**src/include/ccg_consts.vh**
```
`ifndef CCG_CONSTS_VH
`define CCG_CONSTS_VH

// clock source select codes, field sits in bits 7 to 5 of the latched config
`define CCG_SEL_MSB 7
`define CCG_SEL_LSB 5
`define CCG_SEL_X4 3'h7
`define CCG_SEL_X3 3'h6
`define CCG_SEL_X2 3'h5
`define CCG_SEL_X5 3'h4
`define CCG_SEL_DIRECT 3'h3
`define CCG_SEL_X1P5 3'h2
`define CCG_SEL_PRESCALE 3'h1
`define CCG_SEL_X2P5 3'h0

// multiplication factors held in halves, so 1.5 and 2.5 stay integral
`define CCG_HALF_X4 4'h8
`define CCG_HALF_X3 4'h6
`define CCG_HALF_X2 4'h4
`define CCG_HALF_X5 4'ha
`define CCG_HALF_X1P5 4'h3
`define CCG_HALF_X2P5 4'h5
`define CCG_HALF_NONE 4'h0

// reset value of the latched port configuration: all pins high, default x4
`define CCG_CFG_RESET 8'hff

// clock rate of ref_clk and the resulting cycle time
`define CCG_REF_CLK_HZ 20000000
`define CCG_REF_PERIOD_NS 50

// reset value of the oscillator period estimate, in ref_clk cycles; eight bits
// wide, the loop pads it up to its own counter width
`define CCG_EST_RESET 8'h20

`endif

```
**src/logic/ccg_pll.v**
```verilog
`timescale 1ns/1ps
`include "ccg_consts.vh"

module ccg_pll #(
    parameter CNT_W = 16
) (
    input wire ref_clk,
    input wire rst_n,
    input wire enable,
    input wire osc_rise,
    input wire [3:0] mult_half,
    output reg cpu_clk_pll,
    output reg locked
);

    localparam [CNT_W-1:0] CNT_MAX = {CNT_W{1'b1}};
    localparam [CNT_W-1:0] CNT_ONE = {{(CNT_W-1){1'b0}}, 1'b1};

    reg [CNT_W-1:0] period_cnt;
    reg [CNT_W-1:0] period_est;
    reg [CNT_W-1:0] phase_acc;
    reg [CNT_W:0] phase_sum;
    reg [CNT_W:0] phase_left;

    // measure the oscillator period in ref_clk cycles, saturating on a stopped input
    always @(posedge ref_clk or negedge rst_n) begin
        if (!rst_n) begin
            period_cnt <= CNT_ONE;
        end else if (!enable || osc_rise) begin
            period_cnt <= CNT_ONE;
        end else if (period_cnt != CNT_MAX) begin
            period_cnt <= period_cnt + CNT_ONE;
        end
    end

    // estimate walks one step per input period, so the output rate never jumps
    always @(posedge ref_clk or negedge rst_n) begin
        if (!rst_n) begin
            period_est <= {{(CNT_W-8){1'b0}}, `CCG_EST_RESET};
            locked <= 1'b0;
        end else if (enable && osc_rise) begin
            if (period_cnt > period_est) begin
                period_est <= period_est + CNT_ONE;
                locked <= 1'b0;
            end else if (period_cnt < period_est) begin
                period_est <= period_est - CNT_ONE;
                locked <= 1'b0;
            end else begin
                locked <= 1'b1;
            end
        end else if (!enable) begin
            locked <= 1'b0;
        end
    end

    // fractional toggle generator: 2F toggles per estimated period gives f_osc times F
    always @* begin
        phase_sum = {1'b0, phase_acc} + {{(CNT_W-3){1'b0}}, mult_half};
        phase_left = phase_sum - {1'b0, period_est};
    end

    // no resync on input rising edges; output phase free-runs and only its rate tracks the oscillator
    always @(posedge ref_clk or negedge rst_n) begin
        if (!rst_n) begin
            phase_acc <= {CNT_W{1'b0}};
            cpu_clk_pll <= 1'b0;
        end else if (!enable) begin
            phase_acc <= {CNT_W{1'b0}};
            cpu_clk_pll <= 1'b0;
        end else if (phase_sum >= {1'b0, period_est}) begin
            phase_acc <= phase_left[CNT_W-1:0];
            cpu_clk_pll <= ~cpu_clk_pll;
        end else begin
            phase_acc <= phase_sum[CNT_W-1:0];
        end
    end

endmodule // ccg_pll

```
**src/logic/ccg_clock_gen.v**
```verilog
// Contract
// - both cpu clock edges trigger work; a half period spans two consecutive edges.
// - mechanism chosen by three-bit field at bits 7 to 5 of latched config.
// - long hardware reset loads config from upper port pins; board holds select value.
// - select codes 111..000 give x4, x3, x2, x5, 1:1, x1.5, /2, x2.5.
// - select 001 divides the oscillator by two through a prescaler.
// - prescaler high and low phases each last one oscillator period.
// - multiplying settings enable the loop; cpu clock equals oscillator times factor.
// - loop resynchronises to the oscillator gradually, never an abrupt frequency change.
// - select 011 disables the loop and passes the oscillator straight through.
// - direct drive phases follow the oscillator's own high and low times.
// - in direct drive two consecutive half periods equal one oscillator period.
`timescale 1ns/1ps
`include "ccg_consts.vh"

module ccg_clock_gen #(
    parameter CNT_W = 16
) (
    input wire ref_clk,
    input wire reset_n,
    input wire osc_in,
    input wire long_reset,
    input wire [7:0] upper_port_byte,
    output reg cpu_clk,
    output reg clock_half_period,
    output wire [7:0] reset_latched_port_config,
    output wire [2:0] clock_source_select,
    output wire pll_enable,
    output wire pll_locked,
    output wire prescaler_mode,
    output wire direct_mode
);

    localparam [1:0] MODE_PLL = 2'h0;
    localparam [1:0] MODE_DIRECT = 2'h1;
    localparam [1:0] MODE_PRESCALE = 2'h2;

    // reset release
    reg [1:0] rst_sync;
    wire rst_n;

    // oscillator synchroniser and rising-edge detect
    reg osc_meta;
    reg osc_sync;
    reg osc_prev;
    wire osc_rise;

    // long reset and pin synchronisers, latched configuration
    reg lr_meta;
    reg lr_sync;
    reg [7:0] port_meta;
    reg [7:0] port_sync;
    reg [7:0] port_cfg;

    // decoded mechanism and multiplication factor
    reg [1:0] mode;
    reg [3:0] mult_half;

    // candidate clock sources and the selected next level
    reg prescale_clk;
    wire pll_clk;
    reg next_cpu_clk;

    // release the asynchronous reset through two flops so it leaves cleanly on ref_clk
    always @(posedge ref_clk or negedge reset_n) begin
        if (!reset_n) begin
            rst_sync <= 2'h0;
        end else begin
            rst_sync <= {rst_sync[0], 1'b1};
        end
    end
    assign rst_n = rst_sync[1];

    // oscillator pin crosses into ref_clk; the first flop is never looked at
    always @(posedge ref_clk or negedge rst_n) begin
        if (!rst_n) begin
            osc_meta <= 1'b0;
            osc_sync <= 1'b0;
            osc_prev <= 1'b0;
        end else begin
            osc_meta <= osc_in;
            osc_sync <= osc_meta;
            osc_prev <= osc_sync;
        end
    end
    assign osc_rise = osc_sync & ~osc_prev;

    // long reset request and the port pins are asynchronous levels as well; a pin that
    // moves while sampled may settle either way, and only the second flop is latched
    always @(posedge ref_clk or negedge rst_n) begin
        if (!rst_n) begin
            lr_meta <= 1'b0;
            lr_sync <= 1'b0;
            port_meta <= `CCG_CFG_RESET;
            port_sync <= `CCG_CFG_RESET;
        end else begin
            lr_meta <= long_reset;
            lr_sync <= lr_meta;
            port_meta <= upper_port_byte;
            port_sync <= port_meta;
        end
    end

    // pin levels are followed for as long as long reset lasts; the last sample stays
    // latched afterwards, so the mechanism can never switch under a running cpu
    always @(posedge ref_clk or negedge rst_n) begin
        if (!rst_n) begin
            port_cfg <= `CCG_CFG_RESET;
        end else if (lr_sync) begin
            port_cfg <= port_sync;
        end
    end
    assign reset_latched_port_config = port_cfg;
    assign clock_source_select = port_cfg[`CCG_SEL_MSB:`CCG_SEL_LSB];

    // decode the select field into a mechanism and a factor counted in halves;
    // every code that is neither direct nor prescale runs the loop, and 000 sits
    // in the default branch so any select value still yields a running clock
    always @* begin
        mode = MODE_PLL;
        mult_half = `CCG_HALF_NONE;
        case (clock_source_select)
            `CCG_SEL_X4: begin
                mult_half = `CCG_HALF_X4;
            end
            `CCG_SEL_X3: begin
                mult_half = `CCG_HALF_X3;
            end
            `CCG_SEL_X2: begin
                mult_half = `CCG_HALF_X2;
            end
            `CCG_SEL_X5: begin
                mult_half = `CCG_HALF_X5;
            end
            `CCG_SEL_DIRECT: begin
                mode = MODE_DIRECT;
            end
            `CCG_SEL_X1P5: begin
                mult_half = `CCG_HALF_X1P5;
            end
            `CCG_SEL_PRESCALE: begin
                mode = MODE_PRESCALE;
            end
            default: begin
                mult_half = `CCG_HALF_X2P5;
            end
        endcase
    end

    assign pll_enable = (mode == MODE_PLL);
    assign prescaler_mode = (mode == MODE_PRESCALE);
    assign direct_mode = (mode == MODE_DIRECT);

    // prescaler toggles on each input rising edge, so every phase is one full
    // input period whatever the input duty cycle
    always @(posedge ref_clk or negedge rst_n) begin
        if (!rst_n) begin
            prescale_clk <= 1'b0;
        end else if (mode != MODE_PRESCALE) begin
            prescale_clk <= 1'b0;
        end else if (osc_rise) begin
            prescale_clk <= ~prescale_clk;
        end
    end

    // the loop only runs in multiplying settings; it idles low otherwise to save toggling
    ccg_pll #(
        .CNT_W(CNT_W)
    ) u_pll (
        .ref_clk(ref_clk),
        .rst_n(rst_n),
        .enable(pll_enable),
        .osc_rise(osc_rise),
        .mult_half(mult_half),
        .cpu_clk_pll(pll_clk),
        .locked(pll_locked)
    );

    // select the cpu clock source; direct drive copies the synchronised input level,
    // so its high and low times are the input's and each pair sums to one period
    always @* begin
        case (mode)
            MODE_DIRECT: begin
                next_cpu_clk = osc_sync;
            end
            MODE_PRESCALE: begin
                next_cpu_clk = prescale_clk;
            end
            default: begin
                next_cpu_clk = pll_clk;
            end
        endcase
    end

    // output clock from a flop; the half-period strobe marks every edge, rising or
    // falling, in the cycle that shows the new level
    always @(posedge ref_clk or negedge rst_n) begin
        if (!rst_n) begin
            cpu_clk <= 1'b0;
            clock_half_period <= 1'b0;
        end else begin
            cpu_clk <= next_cpu_clk;
            clock_half_period <= (next_cpu_clk != cpu_clk);
        end
    end

    // latency and limits, counted in ref_clk rising edges:
    // - direct drive shows an oscillator level three edges after the pin moves
    //   (two synchroniser flops plus the output flop), so phase lengths are kept
    //   but quantised to whole ref_clk cycles
    // - the prescaler flips four edges after an oscillator rising edge; the falling
    //   edge of the input is never used, which is what makes the duty cycle irrelevant
    // - the loop needs a few oscillator periods after a mode change or reset before
    //   its estimate matches the measured period; until then pll_locked stays low and
    //   the output rate walks towards its target one step per input period
    // - a mode change through long reset switches sources at once, so the cpu clock
    //   may show one shortened phase at the switch
    // - the period counter saturates, so an oscillator period longer than
    //   2^CNT_W - 1 ref_clk cycles reads as the maximum and the loop runs fast
    // - this is a sampled model; edges are quantised to ref_clk, so an input
    //   faster than a quarter of ref_clk cannot be followed faithfully

endmodule // ccg_clock_gen

```
**config.mk**
```make
export PLATFORM = sky130hd
export DESIGN_NAME = ccg_clock_gen
export DESIGN_NICKNAME = d
export VERILOG_FILES = /design/src/logic/ccg_pll.v /design/src/logic/ccg_clock_gen.v
export VERILOG_INCLUDE_DIRS = /design/src /design/src/include
export SDC_FILE = /design/constraint.sdc
export NUM_CORES = 1
export LEC_CHECK = 0
export BUFFER_PORTS_ARGS = -buffer_cell sky130_fd_sc_hd__buf_2
export CORE_UTILIZATION = 35
export CTS_BUF_LIST = sky130_fd_sc_hd__clkbuf_16
export DETAILED_ROUTE_END_ITERATION = 8
export SLEW_MARGIN = 25
export SYNTH_ARGS = -nofsm -noshare
export SYNTH_HDL_FRONTEND = slang
export SYNTH_SLANG_ARGS = --single-unit
```
**constraint.sdc**
```tcl
create_clock -name ref_clk -period 3.08 [get_ports ref_clk]
set_input_delay 0 -clock ref_clk [delete_from_list [all_inputs] [get_ports ref_clk]]
set_output_delay 0 -clock ref_clk [all_outputs]
set_load 0.005 [all_outputs]
```
==> run summary, run 1 <==
failing checks: negative setup slack
Slew @ Worst Pin: 0.656 ns
hpwl dp: 11.1 mm
# clock sinks: 84
post-synthesis cell type count: 64
Crit path top cell by count: a21oi_2
skew final: 0.0155 ns
sw frac: 42.8%
Leak Pwr: 0.00387 uW
Area Overhead vs Synth: 51.3%
reg2reg setup slack: -1.12 ns
worst vdd ir: 0.000612 V
Psw: 4300 uW
Flop pwr share: 15.6%
I/O pin count: 29
DR pass1 iterations: 4
ant diodes: 0
Gate power share: 73.2%
CTS clk-pin slew, worst paths: 0.08 ns
commonest cells after routing, fill and taps aside: buf_4 (166), nand2_1 (59), dfrtp_1 (57)
Cells after Synth: 589
Initial Utilization: 36.1%
PnR worst setup slack: -1.12 ns
final non-filler cell total: 1,024
Synth Cell Area: 5500 um^2
Root Buffer: clkbuf_16
cell-by-cell trace of the critical path: inv_2 > or3_4 > ha_4 > a21oi_2 > nor2_1 > ha_2 > fa_2 > nand2_2 > a21oi_2 > and4_1 > xor2_1 > ha_1 > buf_6 > a311oi_2 > o31ai_2 > a21o_2 > o21ai_4 > buf_6 > or4_4 > a21oi_2
Slew HR: 56.2%
synthesized net count: 658
syn_area_per_cell: 9.34 um^2
Final #Nets: 877
total of max-cap violations: 0
Total GRT Usage: 20.0%
vias: 5,129
Tmin final: 4.20 ns
Detailed Route Iter0 Violations: 156
Max Fclk: 0.238 GHz
Worst Path Max Fanout: 4
Tcrit/Tclk final: 136%
flop and latch count out of synthesis: 84
crit path launch: reset_latched_port_config[5]
critical path type: flip-flop to flip-flop
DRC viols: 0
worst min path class: input port to flip-flop
vias in the first global route: 5,201
Die Area: 16,200 um^2
reg2reg end: u_pll.phase_acc[12]
std cell rows: 45
ANT nets after route: 0
CTS buffer count: 9
first-pass GRT wire length: 25.4 mm
CP arrival: 4.49 ns
r2r startpoint: reset_latched_port_config[5]
clock share of power: 11.1%
Die X: 127 um
final WL: 15.5 mm
sequential area share after synthesis: 38.8%
Setup-failing EPs final: 29
final hold violations: 0
grt ovf: 0
cell-internal power: 5750 uW
gpl congestion: 0.881
share of layout cells above drive strength 1: 44.4%
DR WL/cell: 15.2 um
asr flop ratio synth: 100%
RSZ-0062 raised after global routing: true
number of fill cells: 1,293
pwr dens: 1210 nW/um^2
YS warnings: 0
status: finished with violations
Min-Delay Endpoint: lr_meta
max-slew violations: 0
chip height: 127 um
EDFF count, synth: 0
CP bufs+invs: 3
Top Family by Delay on Critical Path: simple AND/OR/NAND/NOR gates
pre-CTS WS: -1.26 ns
CTS Buffer Depth: 2
CTS tree: built
Worst Setup Start Kind: flip-flop
hold path depth: 2
main flop type after synthesis: dfrtp_1
min-delay src: long_reset
Data required, critical path: 3.37 ns
clk_lat worst skew: 0.36 ns
cell count after placement: 969
Core Region: 15,300 um^2
H-tree levels: 3
antenna violations before repair: 0
vias per cell: 5.01
CP max stage cell: dfstp_2
port bufs: 28
largest net degree at the start of global routing: 43
R2R cell count: 20
critical path's largest stage delay: 0.54 ns
CP Capture Type: flip-flop
commonest non-fill, non-tap cell in the layout: buf_4
sequential cells by signal, summed over array words and instances, names as in the netlist:
name	cells
reset_latched_port_config	8
osc_meta	1
u_pll.phase_acc	16
port_sync	8
u_pll.period_est	16
u_pll.locked	1
clock_half_period	1
u_pll.cpu_clk_pll	1
cpu_clk	1
rst_sync	2
osc_prev	1
prescale_clk	1
u_pll.period_cnt	16
osc_sync	1
lr_sync	1
port_meta	8
lr_meta	1
cell usage after synthesis (3+ instances only):
cell type,n,area (um^2)
a211oi_1,7,52.6
a21o_1,7,52.6
a21oi_1,54,270
a31oi_1,6,37.5
and2_1,8,50.1
and3_1,8,50.1
and4_1,5,43.8
buf_2,3,15.0
buf_4,4,30.0
clkbuf_1,7,26.3
dfrtp_1,58,1450
dfstp_2,26,683
fa_1,3,60.1
ha_1,54,676
inv_1,34,128
mux2_2,7,78.8
mux2i_1,4,40.0
nand2_1,67,251
nand2b_1,8,50.1
nand3_1,17,85.1
nand4_1,11,68.8
nor2_1,39,146
nor2b_1,5,31.3
nor3_1,7,35.0
o21a_1,4,30.0
o21ai_0,34,170
o21bai_1,3,22.5
o31ai_1,4,30.0
xnor2_1,23,201
xor2_1,27,236
metal layers:
metal	wire (um)	share of wire, %	GRT usage (%)	vias to the layer above
li1	-	-	-	2520
met1	6840	44	25.0	2489
met2	7720	50	34.3	89
met3	456	2.9	3.02	31
met4	516	3.3	8.47	0
met5	0	0	0	-
per-stage QoR:
stage               instance area [um^2]  power [uW]  util (%)  hold slack (ns)  TNS [ns]
global route                        8330       10700      54.6            0.286    -26.70
detailed placement                  7310        7610      47.9           -0.213    -24.37
global placement                    7280        7450      47.7           -0.216    -21.27
finish                              8330       10100      54.6            0.282    -21.52
floorplan                           5810        5240         -           -0.296    -20.54
CTS                                 8130        9530      53.3            0.276    -20.38
power by group through the flow:
stage               Combinational, uW  Sequential (uW)  Clock (uW)
CTS                              6820             1570        1140
global placement                 5860             1590           0
finish                           7360             1570        1120
detailed placement               6030             1590           0
floorplan                        3640             1600           0
global route                     7970             1600        1170
logic make-up (layout without fill, tap and decap cells):
kind of cell | count (synthesis) | in the layout | share of synthesized area [%]
muxes | 11 | 11 | 2.16
other | 1 | 1 | 0.0681
and+or+nand+nor | 188 | 189 | 16.6
xor gates and xnor gates | 50 | 50 | 7.96
DFF | 84 | 84 | 38.8
AOI/OAI and AO/OA | 147 | 148 | 16.9
buffers and inverters | 51 | 273 | 4.11
adders and majority gates | 57 | 57 | 13.4
how the worst max path moves through the flow:
| stage | endpoint | slack [ns] | cells past startpoint |
|---|---|---|---|
| floorplan | u_pll.phase_acc[12] | -1.20 | 21 |
| global placement | u_pll.phase_acc[7] | -1.12 | 20 |
| detailed placement | u_pll.phase_acc[7] | -1.26 | 21 |
| CTS | u_pll.phase_acc[14] | -1.11 | 22 |
| global route | u_pll.phase_acc[15] | -1.32 | 20 |
| finish | u_pll.phase_acc[12] | -1.12 | 20 |
repair_timing:
action                                  in CTS  in global routing
cloned                                       2                  0
hold buffers                                12                  0
setup buffers                               19                  8
pin swaps                                   26                 27
endpoints found under the hold margin       12                  0
endpoints found under the setup margin      28                 30
gates resized for setup                     46                 44
area by class of cell:
type	instances	area, um^2	share of cell area (%)
inverters	34	128	1.53
flip-flops and latches	84	2140	25.7
repair buffers	223	1730	20.8
clock buffers	9	225	2.70
well taps	211	264	3.17
clock inverters	7	81.3	0.977
multi-input cells	456	3760	45.1
Power figures use the tool's default switching activity.
==> run 2, diff against run 1 <==
- PLACE_DENSITY: default -> 0.51
==> run 2 against run 1 <==
The flow still finishes with violations (negative setup slack). Routed wire length up 2.0%. Non-clock buffer count down 8. Sequential power about the same. Highest routed layer unchanged. First-iteration DRC count up 32%. Clock skew down 0.0089 ns.
==> run summary, run 2 (synthesis gave the netlist of run 1 again) <==
status: finished with violations (unchanged)
failing checks: negative setup slack (unchanged)
Slew HR: 58.0% (was 56.2%)
Die X: 127 um (unchanged)
DR pass1 iterations: 6 (was 4)
I/O pin count: 29 (unchanged)
crit path launch: reset_latched_port_config[5] (unchanged)
CTS tree: built (unchanged)
Setup-failing EPs final: 27 (was 29)
max-slew violations: 0 (unchanged)
CP bufs+invs: 2 (was 3)
Initial Utilization: 36.1% (unchanged)
worst min path class: input port to flip-flop (unchanged)
chip height: 127 um (unchanged)
final non-filler cell total: 1,017 (was 1,024)
Tmin final: 4.23 ns (was 4.20 ns)
skew final: 0.00663 ns (was 0.0155 ns)
hpwl dp: 11.0 mm (was 11.1 mm)
Flop pwr share: 15.2% (was 15.6%)
pwr dens: 1210 nW/um^2 (about the same)
cell-by-cell trace of the critical path: inv_2 > or3_4 > ha_4 > o21ai_2 > a21oi_2 > ha_4 > nand2_4 > a211o_4 > nor2_4 > xor2_1 > ha_1 > a21o_1 > a21oi_2 > o31ai_2 > a21o_2 > o21ai_4 > buf_4 > nand2_1 > a21oi_1 (was inv_2 > or3_4 > ha_4 > a21oi_2 > nor2_1 > ha_2 > fa_2 > nand2_2 > a21oi_2 > and4_1 > xor2_1 > ha_1 > buf_6 > a311oi_2 > o31ai_2 > a21o_2 > o21ai_4 > buf_6 > or4_4 > a21oi_2)
top flop regs: u_pll.period_cnt (16), u_pll.period_est (16), u_pll.phase_acc (16) (unchanged)
critical path type: flip-flop to flip-flop (unchanged)
commonest non-fill, non-tap cell in the layout: buf_4 (unchanged)
final hold violations: 0 (unchanged)
port bufs: 28 (unchanged)
Max Fclk: 0.237 GHz (was 0.238 GHz)
ant diodes: 0 (unchanged)
# clock sinks: 84 (unchanged)
worst vdd ir: 0.000458 V (was 0.000612 V)
min-delay src: upper_port_byte[2] (was long_reset)
CP max stage cell: dfstp_2 (unchanged)
antenna violations before repair: 0 (unchanged)
first-pass GRT wire length: 25.3 mm (was 25.4 mm)
largest net degree at the start of global routing: 53 (was 43)
clock share of power: 10.6% (was 11.1%)
Data required, critical path: 3.34 ns (was 3.37 ns)
commonest cells after routing, fill and taps aside: buf_4 (157), dfrtp_1 (56), nand2_1 (52) (was buf_4 (166), nand2_1 (59), dfrtp_1 (57))
CTS Buffer Depth: 2 (unchanged)
Area Overhead vs Synth: 57.4% (was 51.3%)
Core Region: 15,300 um^2 (unchanged)
std cell rows: 45 (unchanged)
Detailed Route Iter0 Violations: 206 (was 156)
share of layout cells above drive strength 1: 49.1% (was 44.4%)
Total GRT Usage: 20.1% (was 20.0%)
Worst Path Max Fanout: 6 (was 4)
cell-internal power: 5980 uW (was 5750 uW)
critical path's largest stage delay: 0.54 ns (about the same)
grt ovf: 0 (unchanged)
TNS Setup: -20.40 ns (was -21.52 ns)
final WL: 15.8 mm (was 15.5 mm)
vias per cell: 5.00 (was 5.01)
Die Area: 16,200 um^2 (unchanged)
CP Capture Type: flip-flop (unchanged)
CTS buffer count: 9 (unchanged)
Root Buffer: clkbuf_16 (unchanged)
Gate power share: 74.2% (was 73.2%)
Psw: 4460 uW (was 4300 uW)
Slew @ Worst Pin: 0.629 ns (was 0.656 ns)
r2r startpoint: reset_latched_port_config[5] (unchanged)
PnR worst setup slack: -1.15 ns (was -1.12 ns)
vias: 5,087 (was 5,129)
CTS clk-pin slew, worst paths: 0.07 ns (was 0.08 ns)
Worst Setup Start Kind: flip-flop (unchanged)
H-tree levels: 3 (unchanged)
Final Cell Area: 8660 um^2 (was 8330 um^2)
CP arrival: 4.49 ns (about the same)
total of max-cap violations: 0 (unchanged)
vias in the first global route: 5,180 (was 5,201)
Tcrit/Tclk final: 137% (was 136%)
Top Family by Delay on Critical Path: compound AO/OA/AOI/OAI gates (was simple AND/OR/NAND/NOR gates)
cell count after placement: 960 (was 969)
ANT nets after route: 0 (unchanged)
RSZ-0062 raised after global routing: true (unchanged)
sw frac: 42.7% (was 42.8%)
DRC viols: 0 (unchanged)
clk_lat worst skew: 0.35 ns (was 0.36 ns)
Post-Place Cell Area: 7250 um^2 (was 7310 um^2)
Leak Pwr: 0.00390 uW (was 0.00387 uW)
gpl congestion: 0.893 (was 0.881)
Final #Nets: 870 (was 877)
DR WL/cell: 15.6 um (was 15.2 um)
-- run 2: cell types whose count changed in the layout (fill, tap and decap cells not counted), sizes merged --
cell,delta
buf,-8
o21a,+1
inv,+1
clkinv,-1
-- run 2: power by group through the flow --
stage / clock, uW / sequential, uW / combinational (uW)
after detailed placement: 0 / 1570 / 6040
after global placement: 0 / 1590 / 5920
after global routing: 1190 / 1620 / 8420
final: 1110 / 1590 / 7740
after floorplan: 0 / 1600 / 3640
after CTS: 1140 / 1560 / 6730
-- run 2: cell type report --
| type | instances | area [um^2] |
|---|---|---|
| clock buffer | 9 | 225 |
| clock inverter | 7 | 81.3 |
| fill | 1316 | 6600 |
| inverter | 34 | 128 |
| multi-input combinational | 457 | 4150 |
| sequential | 84 | 2140 |
| tap | 211 | 264 |
| timing repair buffer | 215 | 1680 |
-- run 2: metal layers --
metal	vias up	GRT usage, %	wire, um
li1	2507	-	-
met2	73	32.7	7650
met1	2485	26.2	7290
met3	22	3.31	452
met5	-	0	0
met4	0	8.82	447
-- run 2: timing repair --
item | CTS | global route
hold endpoints to repair | 12 | 0
hold buffers | 12 | 0
endpoints found under the setup margin | 28 | 28
cloned | 3 | 0
resized for setup | 50 | 100
buffers inserted | 16 | 15
pin swaps | 39 | 49
-- run 2: worst paths after layout --
| check | end | cells past startpoint | slack [ns] |
|---|---|---|---|
| min in group asynchronous | u_pll.period_cnt[1] | 0 | 0.30 |
| min | port_meta[2] | 2 | 0.29 |
| max | u_pll.phase_acc[13] | 19 | -1.15 |
| min reg2reg | u_pll.period_cnt[1] | 0 | 0.30 |
| max in group asynchronous | reset_latched_port_config[1] | 1 | 2.13 |
| max reg2reg | u_pll.phase_acc[13] | 19 | -1.15 |
-- run 2: through the flow --
stage	setup slack, ns	utilization, %	total power, uW	hold slack (ns)
after floorplan	-1.20	-	5240	-0.296
after global placement	-1.28	47.4	7510	-0.216
after detailed placement	-1.29	47.5	7610	-0.211
after CTS	-1.13	52.9	9430	0.272
after global routing	-1.28	56.8	11200	0.280
final	-1.15	56.8	10400	0.287
==> run 3, diff against run 2 <==
- CTS_BUF_LIST: sky130_fd_sc_hd__clkbuf_16 -> sky130_fd_sc_hd__clkbuf_8
==> run 3 against run 2 <==
The flow still finishes with violations (negative setup slack). Core utilization down 1.5 points. Worst hold slack worse by 0.027 ns. Die area unchanged. Via count down 0.71%. Maximum frequency up 1.4%. Routed wire length down 1.7%. First-iteration DRC count up 23%. Critical path type unchanged. Largest cell class unchanged.
==> run summary, run 3 (synthesis gave the netlist of run 1 again) <==
r2r startpoint: reset_latched_port_config[5] (unchanged)
crit path launch: reset_latched_port_config[5] (unchanged)
final WL: 15.6 mm (was 15.8 mm)
RSZ-0062 raised after global routing: true (unchanged)
hpwl dp: 11.0 mm (unchanged)
Slew @ Worst Pin: 0.601 ns (was 0.629 ns)
port bufs: 28 (unchanged)
total of max-cap violations: 0 (unchanged)
vias: 5,051 (was 5,087)
critical path type: flip-flop to flip-flop (unchanged)
skew final: 0.0166 ns (was 0.00663 ns)
number of fill cells: 1,337 (was 1,316)
CTS tree: built (unchanged)
reg2reg end: u_pll.phase_acc[12] (was u_pll.phase_acc[13])
PnR worst setup slack: -1.09 ns (was -1.15 ns)
Core Region: 15,300 um^2 (unchanged)
gpl congestion: 0.893 (unchanged)
cell-internal power: 5620 uW (was 5980 uW)
largest net degree at the start of global routing: 53 (unchanged)
grt ovf: 0 (unchanged)
DR pass1 iterations: 4 (was 6)
CP arrival: 4.48 ns (was 4.49 ns)
hold path depth: 2 (unchanged)
CP bufs+invs: 2 (unchanged)
Gate power share: 75.7% (was 74.2%)
final hold violations: 0 (unchanged)
antenna violations before repair: 0 (unchanged)
CTS clk-pin slew, worst paths: 0.11 ns (was 0.07 ns)
Detailed Route Iter0 Violations: 254 (was 206)
Max Fclk: 0.240 GHz (was 0.237 GHz)
Worst Setup Start Kind: flip-flop (unchanged)
Initial Utilization: 36.1% (unchanged)
CTS Buffer Depth: 2 (unchanged)
chip height: 127 um (unchanged)
Flop pwr share: 16.0% (was 15.2%)
worst vdd ir: 0.000476 V (was 0.000458 V)
Final #Nets: 868 (was 870)
Top Family by Delay on Critical Path: simple AND/OR/NAND/NOR gates (was compound AO/OA/AOI/OAI gates)
crit path capture: u_pll.phase_acc[12] (was u_pll.phase_acc[13])
DR WL met3: 413 um (was 452 um)
Die X: 127 um (unchanged)
critical path depth: 20 (was 19)
Leak Pwr: 0.00381 uW (was 0.00390 uW)
top flop regs: u_pll.period_cnt (16), u_pll.period_est (16), u_pll.phase_acc (16) (unchanged)
vias in the first global route: 5,120 (was 5,180)
clk_lat worst skew: 0.38 ns (was 0.35 ns)
reg2reg setup slack: -1.09 ns (was -1.15 ns)
share of layout cells above drive strength 1: 48.0% (was 49.1%)
max-slew violations: 0 (unchanged)
sw frac: 43.4% (was 42.7%)
Total GRT Usage: 19.7% (was 20.1%)
H-tree levels: 3 (unchanged)
cell-by-cell trace of the critical path: inv_2 > or3_4 > ha_4 > a21oi_2 > nor2_1 > ha_2 > fa_2 > nand2_4 > a21oi_4 > and4_4 > xor2_4 > ha_4 > a21o_1 > a311oi_2 > o31ai_2 > a21o_2 > o21ai_4 > buf_12 > or4_1 > a21oi_1 (was inv_2 > or3_4 > ha_4 > o21ai_2 > a21oi_2 > ha_4 > nand2_4 > a211o_4 > nor2_4 > xor2_1 > ha_1 > a21o_1 > a21oi_2 > o31ai_2 > a21o_2 > o21ai_4 > buf_4 > nand2_1 > a21oi_1)
first-pass GRT wire length: 25.0 mm (was 25.3 mm)
Die Area: 16,200 um^2 (unchanged)
ant diodes: 0 (unchanged)
met1 WL: 7.39 mm (was 7.29 mm)
commonest cells after routing, fill and taps aside: buf_4 (162), nand2_1 (58), dfrtp_1 (57) (was buf_4 (157), dfrtp_1 (56), nand2_1 (52))
worst min path class: input port to flip-flop (unchanged)
std cell rows: 45 (unchanged)
CP max stage cell: dfstp_2 (unchanged)
DRC viols: 0 (unchanged)
Worst Path Max Fanout: 8 (was 6)
# clock sinks: 84 (unchanged)
Tmin final: 4.17 ns (was 4.23 ns)
met2 wire len: 7.33 mm (was 7.65 mm)
Highest Signal Layer: met4 (unchanged)
Psw: 4310 uW (was 4460 uW)
status: finished with violations (unchanged)
Slew HR: 59.9% (was 58.0%)
pre-CTS WS: -1.29 ns (unchanged)
I/O pin count: 29 (unchanged)
Data required, critical path: 3.39 ns (was 3.34 ns)
clock share of power: 8.3% (was 10.6%)
Area Overhead vs Synth: 53.4% (was 57.4%)
pwr dens: 1180 nW/um^2 (was 1210 nW/um^2)
CP Capture Type: flip-flop (unchanged)
Tcrit/Tclk final: 135% (was 137%)
Crit path top cell by count: ha_4
R2R cell count: 20 (was 19)
commonest non-fill, non-tap cell in the layout: buf_4 (unchanged)
Root Buffer: clkbuf_8 (was clkbuf_16)
DR WL/cell: 15.3 um (was 15.6 um)
Setup-failing EPs final: 24 (was 27)
ANT nets after route: 0 (unchanged)
vias per cell: 4.98 (was 5.00)
total power: 9930 uW (was 10,400 uW)
critical path's largest stage delay: 0.55 ns (was 0.54 ns)
failing checks: negative setup slack (unchanged)
CTS buffer count: 9 (unchanged)
==> run 3: changes by cell type in the layout (fill, tap and decap cells not counted), sizes merged <==
cell / delta
buf: -2
==> run 3: worst min path at each step <==
stage / endpoint / start
3_3_place_gp: rst_sync[0] / reset_n
6_report: port_meta[7] / upper_port_byte[7]
5_1_grt: port_meta[4] / upper_port_byte[4]
4_1_cts: port_meta[1] / upper_port_byte[1]
2_1_floorplan: rst_sync[0] / reset_n
3_5_place_dp: rst_sync[0] / reset_n
==> run 3: power by group through the flow <==
stage / Sequential, uW / Combinational, uW / Clock (uW)
6_report: 1590 / 7520 / 829
5_1_grt: 1620 / 8190 / 891
4_1_cts: 1560 / 6770 / 847
3_5_place_dp: 1570 / 6040 / 0
3_3_place_gp: 1590 / 5920 / 0
2_1_floorplan: 1600 / 3640 / 0
==> run 3: layout make-up <==
cell class	instances	area, um^2	share of cell area [%]
Clock inverter	7	81.3	0.963
Multi-Input combinational cell	457	4060	48.1
Sequential cell	84	2140	25.3
Clock buffer	9	124	1.47
Timing Repair Buffer	213	1650	19.5
Tap cell	211	264	3.13
Inverter	34	128	1.51
==> run 3: repair_timing <==
item	in CTS	in global routing
pin swaps	33	37
cloned	3	0
resized for setup	54	72
endpoints found under the hold margin	12	0
endpoints found under the setup margin	28	28
hold buffers	12	0
buffers inserted	17	9
==> run 3: stage by stage <==
step / instance area (um^2) / TNS, ns / utilization (%) / hold slack, ns / instances
after floorplan: 5810 / -20.54 / - / -0.296 / 589
after CTS: 8010 / -20.55 / 52.5 / 0.231 / 1007
after detailed placement: 7250 / -23.35 / 47.5 / -0.211 / 960
after global routing: 8440 / -22.35 / 55.3 / 0.237 / 1015
after global placement: 7230 / -22.96 / 47.4 / -0.216 / 959
final: 8440 / -19.04 / 55.3 / 0.261 / 1015
==> run 3: metal layers <==
metal	vias up	GRT usage, %
li1	2497	-
met1	2459	26.1
met2	72	32.0
met3	23	3.27
met4	0	7.77
met5	-	0
